--- src/include/sram_ctrl_pkg.sv ---
`default_nettype none

// Shared widths, reset values and sequencing constants of the SRAM control front end.
package sram_ctrl_pkg;

   // Byte lanes on the data bus and the width of one lane, parity bit included.
   localparam int unsigned LANES = 4;
   localparam int unsigned LANE_W = 9;
   localparam int unsigned DATA_W = LANES * LANE_W;

   // Address width of the one-word-per-location array.
   localparam int unsigned ADDR_W = 20;

   // Width of the burst counter and of the low address field it replaces.
   localparam int unsigned BURST_W = 2;

   // Position of the parity bit inside one lane.
   localparam int unsigned PARITY_POS = 8;

   // Reset values of the control state.
   localparam logic [ADDR_W-1:0] ADDR_RST = 20'h00000;
   localparam logic [BURST_W-1:0] BURST_RST = 2'h0;
   localparam logic [LANES-1:0] LANE_RST = 4'h0;
   localparam logic [DATA_W-1:0] DATA_RST = 36'h000000000;

   // Settling count of the strap synchroniser before its value is frozen.
   localparam logic [1:0] STRAP_SETTLE = 2'h2;

   // Burst orders chosen by the static strap.
   typedef enum logic {
      BURST_LINEAR,
      BURST_INTERLEAVED
   } burst_order_e;

endpackage : sram_ctrl_pkg

`default_nettype wire

--- src/hw/burst_seq_counter.sv ---
`timescale 1ns/1ps
`default_nettype none

// Two-bit burst counter that produces the low address bits of a burst.
module burst_seq_counter (
   // Clock and reset.
   input wire logic i_core_clk,
   input wire logic i_nrst,
   // Control from the capture logic.
   input wire logic i_load,
   input wire logic [sram_ctrl_pkg::BURST_W-1:0] i_start,
   input wire logic i_advance,
   input wire sram_ctrl_pkg::burst_order_e i_order,
   // Current low address bits.
   output logic [sram_ctrl_pkg::BURST_W-1:0] o_low
);
   import sram_ctrl_pkg::*;

   // Start value, step count and the resulting low bits.
   typedef struct packed {
      logic [BURST_W-1:0] start;
      logic [BURST_W-1:0] cnt;
      logic [BURST_W-1:0] low;
   } cnt_state_s;

   cnt_state_s s_q; // Registered counter state.
   cnt_state_s s_d; // Next counter state.

   // A load restarts the sequence; an advance steps it, wrapping inside the group of four.
   always_comb begin
      s_d = s_q;
      if (i_load) begin
         s_d.start = i_start;
         s_d.cnt = BURST_RST;
      end else if (i_advance) begin
         s_d.cnt = s_q.cnt + 2'h1;
      end
      // Linear order adds the step, interleaved order flips address bits by it.
      if (i_order == BURST_LINEAR) begin
         s_d.low = s_d.start + s_d.cnt;
      end else begin
         s_d.low = s_d.start ^ s_d.cnt;
      end
   end

   // State register with constant reset values.
   always_ff @(posedge i_core_clk or negedge i_nrst) begin
      if (!i_nrst) begin
         s_q <= '{start: BURST_RST, cnt: BURST_RST, low: BURST_RST};
      end else begin
         s_q <= s_d;
      end
   end

   // The low bits come straight from the register.
   assign o_low = s_q.low;

endmodule : burst_seq_counter

`default_nettype wire

--- src/hw/sram_addr_ctrl.sv ---
// Notes on behaviour
// - Capture address on strobe with chip enabled.
// - Captured low two bits load burst counter.
// - Byte lane written when select and enable low.
// - Global write writes all lanes regardless.
// - Advance low increments burst counter each edge.
// - Processor strobe ignored while chip enable one high.
// - Selected: enable one low, two high, three low.
// - Chip enables sampled only at address load.
// - Ball-grid variant treats enable three always active.
// - Output enable low drives pins, high floats.
// - First read after deselect keeps pins floating.
// - Both strobes low: processor strobe wins.
// - Strap low linear, high interleaved, held static.
// - Pins float during write data and deselect.
`timescale 1ns/1ps
`default_nettype none

// Control and address capture front end of a synchronous pipelined burst SRAM.
module sram_addr_ctrl #(
   parameter bit BALL_GRID = 1'b0 // Set for the package that has no third chip enable.
) (
   // Clock and reset.
   input wire logic i_core_clk,
   input wire logic i_nrst,
   // Address and strobes, all synchronous to the clock.
   input wire logic [sram_ctrl_pkg::ADDR_W-1:0] i_addr,
   input wire logic i_proc_addr_strobe_n,
   input wire logic i_ctrl_addr_strobe_n,
   input wire logic i_burst_advance_n,
   // Chip enables.
   input wire logic i_chip_en1_n,
   input wire logic i_chip_en2,
   input wire logic i_chip_en3_n,
   // Write controls.
   input wire logic i_global_write_n,
   input wire logic i_byte_write_en_n,
   input wire logic [sram_ctrl_pkg::LANES-1:0] i_byte_lane_sel_n,
   // Asynchronous output enable and the static burst-order strap.
   input wire logic i_out_en_n,
   input wire logic i_burst_mode,
   // Data pins, split into input, output and per-lane output enable.
   input wire logic [sram_ctrl_pkg::DATA_W-1:0] i_dq,
   output logic [sram_ctrl_pkg::DATA_W-1:0] o_dq,
   output logic [sram_ctrl_pkg::LANES-1:0] o_dq_oe,
   // Array side.
   input wire logic [sram_ctrl_pkg::DATA_W-1:0] i_rd_data,
   output logic [sram_ctrl_pkg::ADDR_W-1:0] o_addr,
   output logic o_selected,
   output logic o_wr_en,
   output logic [sram_ctrl_pkg::LANES-1:0] o_wr_lane_en,
   output logic [sram_ctrl_pkg::DATA_W-1:0] o_wr_data
);
   import sram_ctrl_pkg::*;

   // Whole module state in one record.
   typedef struct packed {
      logic [ADDR_W-1:0] addr;      // Captured external address.
      logic sel;                    // Selection fixed at the last address load.
      logic wr;                     // Current cycle writes the array.
      logic first_rd;               // First read clock after a deselected state.
      logic oe_s1;                  // Output enable synchroniser, first stage.
      logic oe_s2;                  // Output enable synchroniser, second stage.
      logic mode_s1;                // Strap synchroniser, first stage.
      logic mode_s2;                // Strap synchroniser, second stage.
      logic [1:0] mode_cnt;         // Settling count before the strap is frozen.
      logic mode_ok;                // Strap value has been frozen.
      burst_order_e order;          // Frozen burst order.
      logic [LANES-1:0] lane_en;    // Lanes written in the current cycle.
      logic [DATA_W-1:0] wr_data;   // Data captured from the pins.
      logic [DATA_W-1:0] rd_data;   // Read data driven onto the pins.
   } ctrl_state_s;

   ctrl_state_s s_q; // Registered state.
   ctrl_state_s s_d; // Next state.

   logic proc_load;            // Processor strobe recognised this edge.
   logic ctrl_load;            // Controller strobe recognised this edge.
   logic any_load;             // Some strobe loads a new external address.
   logic chip_hit;             // Chip enables decode to selected.
   logic write_req;            // Write controls ask for a write.
   logic [LANES-1:0] lane_req; // Lanes the write controls ask for.
   logic burst_step;           // Counter advances this edge.
   logic [BURST_W-1:0] burst_low; // Low address bits from the burst counter.

   // Strobe arbitration and chip select decode.
   always_comb begin
      // The processor strobe counts only while the first enable is low.
      proc_load = !i_proc_addr_strobe_n && !i_chip_en1_n;
      // With both strobes low and the first enable low the processor strobe takes the cycle.
      ctrl_load = !i_ctrl_addr_strobe_n && !proc_load;
      any_load = proc_load || ctrl_load;
      // The third enable is absent on the ball-grid part and reads as active.
      chip_hit = !i_chip_en1_n && i_chip_en2 && (BALL_GRID || !i_chip_en3_n);
   end

   // Write decode; a global write overrides byte selects and byte write enable.
   always_comb begin
      if (!i_global_write_n) begin
         lane_req = {LANES{1'b1}};
      end else if (!i_byte_write_en_n) begin
         lane_req = ~i_byte_lane_sel_n;
      end else begin
         lane_req = LANE_RST;
      end
      write_req = |lane_req;
   end

   // Advance only inside a selected burst and never on a load edge, where the load wins.
   assign burst_step = s_q.sel && !any_load && !i_burst_advance_n;

   // Next-state logic for the whole module.
   always_comb begin
      s_d = s_q;
      // Two flops ahead of any reader, since the output enable is asynchronous.
      s_d.oe_s1 = i_out_en_n;
      s_d.oe_s2 = s_q.oe_s1;
      // The strap is synchronised, allowed to settle, then frozen for good.
      s_d.mode_s1 = i_burst_mode;
      s_d.mode_s2 = s_q.mode_s1;
      if (!s_q.mode_ok) begin
         if (s_q.mode_cnt == STRAP_SETTLE) begin
            s_d.mode_ok = 1'b1;
            s_d.order = s_q.mode_s2 ? BURST_INTERLEAVED : BURST_LINEAR;
         end else begin
            s_d.mode_cnt = s_q.mode_cnt + 2'h1;
         end
      end
      s_d.first_rd = 1'b0;
      if (any_load) begin
         // Enables are looked at only here; the burst keeps what was seen now.
         s_d.sel = chip_hit;
         if (chip_hit) begin
            s_d.addr = i_addr;
         end
         // A processor-started cycle begins as a read; a controller start may write.
         s_d.wr = chip_hit && ctrl_load && write_req;
         s_d.lane_en = (chip_hit && ctrl_load) ? lane_req : LANE_RST;
         // Leaving the deselected state into a read masks the output enable once.
         s_d.first_rd = chip_hit && !s_d.wr && !s_q.sel;
      end else if (s_q.sel) begin
         // Continuation cycles take the write controls of this edge.
         s_d.wr = write_req;
         s_d.lane_en = lane_req;
      end else begin
         s_d.wr = 1'b0;
         s_d.lane_en = LANE_RST;
      end
      // Each lane takes its own nine pin bits, parity included, only when its lane writes.
      for (int unsigned i = 0; i < LANES; i++) begin
         if (s_d.wr && s_d.lane_en[i]) begin
            s_d.wr_data[i*LANE_W +: LANE_W] = i_dq[i*LANE_W +: LANE_W];
         end
      end
      // Read data is registered so the pins always show a flop output.
      s_d.rd_data = i_rd_data;
   end

   // State register; every field resets to a constant.
   always_ff @(posedge i_core_clk or negedge i_nrst) begin
      if (!i_nrst) begin
         s_q <= '{addr: ADDR_RST, sel: 1'b0, wr: 1'b0, first_rd: 1'b0,
                  oe_s1: 1'b1, oe_s2: 1'b1, mode_s1: 1'b1, mode_s2: 1'b1,
                  mode_cnt: 2'h0, mode_ok: 1'b0, order: BURST_INTERLEAVED,
                  lane_en: LANE_RST, wr_data: DATA_RST, rd_data: DATA_RST};
      end else begin
         s_q <= s_d;
      end
   end

   // Burst counter seeded with the captured low bits.
   burst_seq_counter u_burst (
      .i_core_clk(i_core_clk),
      .i_nrst(i_nrst),
      .i_load(any_load && chip_hit),
      .i_start(i_addr[BURST_W-1:0]),
      .i_advance(burst_step),
      .i_order(s_q.order),
      .o_low(burst_low)
   );

   // Pin drivers, one per lane so each lane has its own enable.
   genvar g;
   generate
      for (g = 0; g < LANES; g++) begin : g_lane
         // Drive only in a selected read that is not the masked first clock.
         // The enable uses the synchronised level, so it lags the pin by two clocks.
         assign o_dq_oe[g] = s_q.sel && !s_q.wr && !s_q.first_rd && !s_q.oe_s2;
         assign o_dq[g*LANE_W +: LANE_W] = s_q.rd_data[g*LANE_W +: LANE_W];
      end
   endgenerate

   // Array-side outputs.
   assign o_addr = {s_q.addr[ADDR_W-1:BURST_W], burst_low};
   assign o_selected = s_q.sel;
   assign o_wr_en = s_q.wr;
   assign o_wr_lane_en = s_q.lane_en;
   assign o_wr_data = s_q.wr_data;

   // A selected load takes the whole address on the next edge.
   a_load_captures_addr: assert property (@(posedge i_core_clk) disable iff (!i_nrst)
      (any_load && chip_hit) |=> (s_q.addr == $past(i_addr)))
      else $error("Address not captured on selected load.");

   // The counter starts from the captured low bits.
   a_counter_seeded: assert property (@(posedge i_core_clk) disable iff (!i_nrst)
      (any_load && chip_hit) |=> (burst_low == $past(i_addr[BURST_W-1:0])))
      else $error("Burst counter not loaded from low address bits.");

   // Byte writes follow the selects exactly when the global write is off.
   a_byte_lane_map: assert property (@(posedge i_core_clk) disable iff (!i_nrst)
      (s_q.sel && !any_load && i_global_write_n && !i_byte_write_en_n)
      |=> (o_wr_lane_en == ~$past(i_byte_lane_sel_n)))
      else $error("Written lanes differ from byte selects.");

   // A global write enables every lane whatever the byte controls say.
   a_global_all_lanes: assert property (@(posedge i_core_clk) disable iff (!i_nrst)
      (s_q.sel && !any_load && !i_global_write_n) |=> (o_wr_en && o_wr_lane_en == 4'hf))
      else $error("Global write did not enable all lanes.");

   // In linear order an advance steps the low bits by one, wrapping.
   a_linear_advance: assert property (@(posedge i_core_clk) disable iff (!i_nrst)
      (burst_step && s_q.order == BURST_LINEAR && s_d.order == BURST_LINEAR)
      |=> (burst_low == $past(burst_low) + 2'h1))
      else $error("Linear burst did not advance by one.");

   // A processor strobe with the first enable high changes nothing by itself.
   a_proc_strobe_ignored: assert property (@(posedge i_core_clk) disable iff (!i_nrst)
      (!i_proc_addr_strobe_n && i_chip_en1_n && i_ctrl_addr_strobe_n)
      |=> ($stable(s_q.addr) && $stable(s_q.sel)))
      else $error("Ignored processor strobe changed state.");

   // Selection after a load equals the decode of the enables at that edge.
   a_select_decode: assert property (@(posedge i_core_clk) disable iff (!i_nrst)
      any_load |=> (o_selected == $past(!i_chip_en1_n && i_chip_en2
                    && (BALL_GRID || !i_chip_en3_n))))
      else $error("Selection does not match chip enable decode.");

   // Without a load the selection holds through the burst.
   a_select_held: assert property (@(posedge i_core_clk) disable iff (!i_nrst)
      !any_load |=> $stable(o_selected))
      else $error("Selection changed without an address load.");

   // Both strobes low with the chip enabled starts a read, never a write.
   a_proc_priority: assert property (@(posedge i_core_clk) disable iff (!i_nrst)
      (!i_proc_addr_strobe_n && !i_ctrl_addr_strobe_n && !i_chip_en1_n && !i_global_write_n)
      |=> !o_wr_en)
      else $error("Controller strobe acted despite processor strobe.");

   // The first read clock out of deselect never drives the pins.
   a_first_read_float: assert property (@(posedge i_core_clk) disable iff (!i_nrst)
      (any_load && chip_hit && !s_q.sel && !(ctrl_load && write_req)) |=> (o_dq_oe == 4'h0))
      else $error("Pins driven in first read clock after deselect.");

   // Writes and deselection keep every lane floating.
   a_write_float: assert property (@(posedge i_core_clk) disable iff (!i_nrst)
      (o_wr_en || !o_selected) |-> (o_dq_oe == 4'h0))
      else $error("Pins driven during write or deselect.");

   // A steady low output enable in a selected read drives the pins after two clocks.
   a_oe_drives: assert property (@(posedge i_core_clk) disable iff (!i_nrst)
      (!i_out_en_n [*2] ##1 (!i_out_en_n && s_q.sel && !s_q.wr && !s_q.first_rd))
      |-> (o_dq_oe == 4'hf))
      else $error("Output enable low did not drive the pins.");

endmodule : sram_addr_ctrl

`default_nettype wire

--- config.mk ---
export PLATFORM = sky130hd
export DESIGN_NAME = sram_addr_ctrl
export DESIGN_NICKNAME = d
export VERILOG_FILES = /design/src/include/sram_ctrl_pkg.sv /design/src/hw/burst_seq_counter.sv /design/src/hw/sram_addr_ctrl.sv
export SDC_FILE = /design/constraint.sdc
export NUM_CORES = 1
export LEC_CHECK = 0
export BUFFER_PORTS_ARGS = -buffer_cell sky130_fd_sc_hd__buf_2
export CORE_ASPECT_RATIO = 1.25
export CORE_MARGIN = 2
export CORE_UTILIZATION = 35
export CTS_CLUSTER_SIZE = 24
export DETAILED_ROUTE_END_ITERATION = 8
export PLACE_DENSITY = 0.7
export SYNTH_ARGS = -nofsm -noshare
export SYNTH_HDL_FRONTEND = slang
export SYNTH_SLANG_ARGS = --single-unit
--- constraint.sdc ---
create_clock -name i_core_clk -period 2.27 [get_ports i_core_clk]
set_clock_uncertainty 0.1 [all_clocks]
set_input_delay 0.454 -clock i_core_clk [delete_from_list [all_inputs] [get_ports i_core_clk]]
set_output_delay 0.454 -clock i_core_clk [all_outputs]
set_load 0.02 [all_outputs]
* Yosys cells after proc, flatten, opt, wreduce, memory -nomap -nowiden *
Cells that the tools add are included.

storage, ports and cells
  flip-flop bits (word level) = 113
  latch bits = 0
  memory bits (writable) = 0
  memory bits (read-only) = 0
  output and inout bits = 102
  word-level logic and storage cells = 78
  memories = 0

cells by class
  add/sub/neg operators = 3
  $mul = 0
  div/mod/pow operators = 0
  magnitude comparators = 0
  equality and inequality tests = 1
  shifts and indexed selects = 0
  mux-type cells = 15
  bitwise operators = 4
  reductions and logical operators = 35

operators by type and width
  kind                                         number
  two-way mux 4 bit                            5
  logical AND 1 bit                            18
  logical NOT 1 bit                            12
  two-way mux 2 bit                            6
  AND reduction 2 bit                          3
  adder 2 x 1 -> 2 bit, second input constant  2
  two-way mux 1 bit                            4
  inverter 4 bit                               1
  OR reduction 4 bit                           1
  adder 2 bit                                  1
  equality test 2 bit, second input constant   1
  inverter 1 bit                               2
  bitwise XOR 2 bit                            1
  logical OR 1 bit                             1

* Depth between registers and ports, before layout *
  depth after elaboration = 12
  gate-level depth with buffers = 9
  depth with buffers taken out = 7

* Cells and area by module *
Synthesis repeated with hierarchy kept, for this count alone.

second synthesis, totals
  cell total of the unflattened synthesis = 404
  area total of the unflattened synthesis = 4794.6 µm²

modules (own cells, without submodules)
  module             times used  cells an instance  area an instance (µm²)
  sram_addr_ctrl     1           384                4520.6
  burst_seq_counter  1           20                 274.0

* Worst setup path after synthesis *
OpenSTA, ideal clock, no wires.

  path type = register to output
  start = reg s_q, in the netlist o_wr_en
  end = out o_dq_oe[1] (netlist name)
  data arrival time = 1.770 ns
  data required time = 1.716 ns
  slack = -0.054 ns
  cell stages (with the launch flop) = 3
  path buffers = 1
  path through = dfrtp_1 > nor4b_1 > buf_4

on the way
  cells in the longest elaborated chain, start to end = 4

RTL lines
  element                          line                   source
  from (decl)                      sram_addr_ctrl.sv:74   ctrl_state_s s_q;
  from (signal assigned)           sram_addr_ctrl.sv:162  s_q <= '{addr: ADDR_RST, sel: 1'b0, wr: 1'b0, first_rd: 1'b0,
  logical NOT 1 bit                n/a
  logical AND 1 bit (3 in series)  n/a
  to (decl)                        sram_addr_ctrl.sv:45   output logic [sram_ctrl_pkg::LANES-1:0] o_dq_oe,

Every way passes these cells.

* Final worst setup path *
  start = reg s_q, in the netlist o_wr_en
  end = out o_dq_oe[1] (netlist name)

on the way
  cells in the longest elaborated chain, start to end = 4

RTL lines
  element                          line                   source
  logical NOT 1 bit                sram_addr_ctrl.sv:188  assign o_dq_oe[g] = s_q.sel && !s_q.wr && !s_q.first_rd && !s_q.oe_s2;
  logical AND 1 bit (3 in series)  sram_addr_ctrl.sv:188

Every way passes these cells.

==> tab_implementation.tex <==
\begin{tabular}{lr}
\hline
Metric & Value \\
\hline
\multicolumn{2}{l}{\textbf{Routing}} \\
\quad Initial DRC count & 127 \\
\quad Drt first pass iters & 4 \\
\quad WL/cell & 12.9 microns \\
\quad Number of remaining DRC errors & 0 \\
\quad Vias post-DR & 2709 \\
\quad Remaining antenna violation count after routing & 0 \\
\quad Total wire length after detailed routing & 8.39 mm \\
\quad DR vias/cell & $\sim$4.2 \\
\multicolumn{2}{l}{\textbf{Timing}} \\
\quad Post-route clock period utilization & 84.3\% \\
\quad Pins over their slew limit & 0 \\
\quad RSZ-0062 raised after global routing & false \\
\quad Summed negative setup slack over all endpoints & 0 ns \\
\quad \# setup viols final & 0 \\
\quad Min Clock Period, post-route & between 1.5 and 2 ns \\
\quad Hold Fails Final Rpt & 0 \\
\quad Max Clk Rate & $\sim$520 MHz \\
\quad Remaining max-slew budget at the tightest pin & 62.4\% \\
\quad Worst Max-Slew Pin Slew & $\sim$0.56 ns \\
\multicolumn{2}{l}{\textbf{CTS}} \\
\quad Number of buffers added to fix hold violations after cts & 0 \\
\quad Number of post-CTS setup repair buffers & 0 \\
\quad Root buffer selected by CTS & clkbuf\_16 \\
\quad Cts bufs inserted & 9 \\
\quad Total number of clock tree sinks & between 100 and 150 \\
\quad Clock latency on the worst-skew pair & 0.34 ns \\
\quad Clk buf depth & 2 \\
\quad H-Tree Depth & 3 \\
\quad Clock transition at the registers of the reported paths & 0.07 ns \\
\quad Post-cts gate resize count & 0 \\
\quad TritonCTS clock tree & yes \\
\multicolumn{2}{l}{\textbf{Yosys}} \\
\quad Async set-reset flop share out of synthesis & 100\% \\
\quad Sequential-to-total area share from yosys stat & 61.9\% \\
\quad Fraction of synthesized cell area taken by the top area cell type & about three fifths \\
\quad Flip-flop and latch count after synthesis & between 100 and 150 \\
\quad Largest cells by area after synthesis & dfrtp\_1 59\%, buf\_4 17\%, mux2\_2 8.8\% \\
\quad Count leader, synth & dfrtp\_1 \\
\quad Synth top cells by count & 106 x dfrtp\_1, 99 x buf\_4, 66 x nand2\_1 \\
\quad Leading register cell type out of synthesis & dfrtp\_1 \\
\quad Post-Synthesis Mean Instance Area & between 10 and 15 sq um \\
\quad Cells after synthesis & 359 \\
\quad Post-synthesis cell type count & 27 \\
\quad Synth Warn \# & 0 \\
\quad Number of nets in the synthesized netlist & 469 \\
\quad Number of enable flip-flop cells after synthesis & 0 \\
\quad Post-synthesis cell type with the largest combined area & dfrtp\_1 \\
\quad Netlist area before placement & 4490 sq um \\
\multicolumn{2}{l}{\textbf{Critical path}} \\
\quad Type of element capturing the critical path & output pin \\
\quad Reg-to-reg critical path startpoint & o\_selected \\
\quad Critical path launch point type & flop \\
\quad R2r worst-path depth & 6 \\
\quad R2R setup slack & 0.57 ns \\
\quad Crit-path max FO & 4 \\
\quad FF-to-FF End & u\_burst.o\_low[1] \\
\quad Crit Path Class & flop to output pin \\
\quad Worst EP arrival & 1.36 ns \\
\quad Worst EP required & about 1.7 ns \\
\multicolumn{2}{l}{\textbf{GRT}} \\
\quad Most Crowded Layer GR & met2 \\
\quad GR Overflow Total & 0 \\
\quad First-pass GRT wire length & between 10 and 15 mm \\
\quad Global-route total usage across every layer & 12.3\% \\
\quad Antenna violations before repair & 0 \\
\quad GR met1 Demand/Resource & 14.9\% \\
\quad Global Route met3 Usage & under 10\% \\
\quad Number of global-route vias before repair & around 2700 \\
\quad Maximum number of pins on one net before global-route repair & 112 \\
\quad Met2 Usage GRT & about 20\% \\
\multicolumn{2}{l}{\textbf{Die}} \\
\quad Full die area & 13800 sq um \\
\quad Starting Density & a little over a third \\
\quad Ports placed on the boundary & between 200 and 250 \\
\quad Core area & 12600 sq um \\
\quad Die boundary width & 105 microns \\
\quad Height of the chip & 131 microns \\
\quad Number of placement rows & 46 \\
\multicolumn{2}{l}{\textbf{Place}} \\
\quad Sum of net half-perimeters after detailed placement & 6.32 mm \\
\quad Count of input and output buffers & roughly 210 \\
\quad Placer congestion estimate & 0.725 \\
\multicolumn{2}{l}{\textbf{Run}} \\
\quad Total of max-cap violations & 0 \\
\multicolumn{2}{l}{\textbf{Hold path}} \\
\quad Worst min path class & input port to asynchronous set/reset pin \\
\multicolumn{2}{l}{\textbf{Power and ir drop}} \\
\quad Maximum resistive drop on vdd & slightly above 0.5 mV \\
\quad Leakage component of the power & 2.84 nW \\
\quad Power Dens Cells & 976 nW/um\^{}2 \\
\multicolumn{2}{l}{\textbf{Final layout}} \\
\quad Fraction of layout instances using a drive strength above 1 & 57.9\% \\
\quad Antenna Cells & 0 \\
\quad Number of nets at the end of the flow & 587 \\
\quad Util after Layout & 42.2\% \\
\quad Synth-to-Final Area Change & 18.5\% \\
\quad Fill cell instance count of the final layout & $\sim$1200 \\
\multicolumn{2}{l}{\textbf{Run status}} \\
\quad Result of the run & completed \\
\hline
\end{tabular}
## power by group
part | leakage (nW) | total (mW) | switching, mW | internal (mW)
clock network | 0.142 | 1.53 | 0.690 | 0.842
logic | 1.36 | 1.21 | 0.728 | 0.481
registers | 1.34 | 2.46 | 0.151 | 2.31
total | 2.84 | 5.20 | 1.57 | 3.63
## cells by family (layout without fill, tap and decap cells)
kind of cell / count (synthesis) / after routing / share of synthesized area, %
xor+xnor: 5 / 5 / 0.974
compound gates: 11 / 11 / 1.64
flops: 111 / 111 / 61.9
buf+inv: 111 / 234 / 17.6
simple gates: 82 / 82 / 8.02
mux: 37 / 37 / 9.27
fa+ha+maj: 2 / 2 / 0.557
## cell usage in the layout, fill, tap and decap left out
cell type / count
a211oi_1: 1
a21oi_1: 1
a41o_1: 1
and2_1: 2
buf_12: 1
buf_2: 208
buf_4: 4
clkbuf_1: 1
clkbuf_16: 9
clkbuf_8: 3
clkinv_4: 1
clkinvlp_4: 1
dfrtp_1: 106
dfstp_2: 5
ha_1: 2
inv_1: 5
inv_6: 1
mux2_1: 2
mux2_2: 35
nand2_1: 66
nand2_2: 5
nand2b_1: 1
nor2_1: 1
nor2b_1: 2
nor3b_2: 2
nor4b_2: 1
o211ai_2: 1
o21ai_0: 6
o21ai_2: 1
or2_2: 1
or3_1: 1
xnor2_1: 4
xor2_1: 1
## through the flow
step | area [sq um] | power [mW] | worst slack (ns) | std cells | hold WS (ns)
2_1_floorplan | 4500 | 3.62 | 0.352 | 359 | 0.0584
3_3_place_gp | 5030 | 3.68 | 0.397 | 634 | 0.249
3_5_place_dp | 5030 | 3.72 | 0.336 | 634 | 0.249
4_1_cts | 5330 | 5.29 | 0.318 | 650 | 0.0931
5_1_grt | 5330 | 5.51 | 0.258 | 650 | 0.0898
6_report | 5330 | 5.20 | 0.357 | 650 | 0.0927
## sequential cells by signal, indices dropped and copies added, names as in the netlist, 2 cells and up
| name | cells |
|---|---|
| o_addr | 18 |
| o_wr_data | 36 |
| u_burst.o_low | 2 |
| s_d | 2 |
| o_wr_lane_en | 4 |
| o_dq | 36 |
| s_q | 7 |
| u_burst.s_q | 4 |
## final cells by class
class	count	area, sq um	share of cell area, %
clock buffer	13	270	5.08
timing repair buffer	213	1090	20.5
clock inverter	3	25.0	0.470
tap	168	210	3.95
sequential	111	2780	52.3
multi-input combinational	137	926	17.4
inverter	5	18.8	0.352
## routing by layer
layer / wire (microns) / part of all wire (%) / vias up
li1: - / - / 1275
met1: 3320 / 40 / 1301
met2: 4230 / 50 / 124
met3: 719 / 8.6 / 9
met4: 118 / 1.4 / 0
met5: 0 / 0 / -
## worst max-delay path by stage
stage | start | to | slack [ns] | cells past startpoint
2_1_floorplan | o_wr_en | o_dq_oe[1] | 0.35 | 2
3_3_place_gp | i_chip_en1_n | o_wr_data[4] | 0.40 | 5
3_5_place_dp | i_chip_en1_n | o_wr_data[7] | 0.34 | 5
4_1_cts | o_wr_en | o_dq_oe[2] | 0.32 | 2
5_1_grt | o_wr_en | o_dq_oe[0] | 0.26 | 2
6_report | o_wr_en | o_dq_oe[1] | 0.36 | 2
## critical path: stages, from the launching register on
cell     delay [ns]
dfrtp_1        0.39
nor4b_2        0.40
buf_2          0.24
Note: power is estimated with default switching activity, not from simulation.
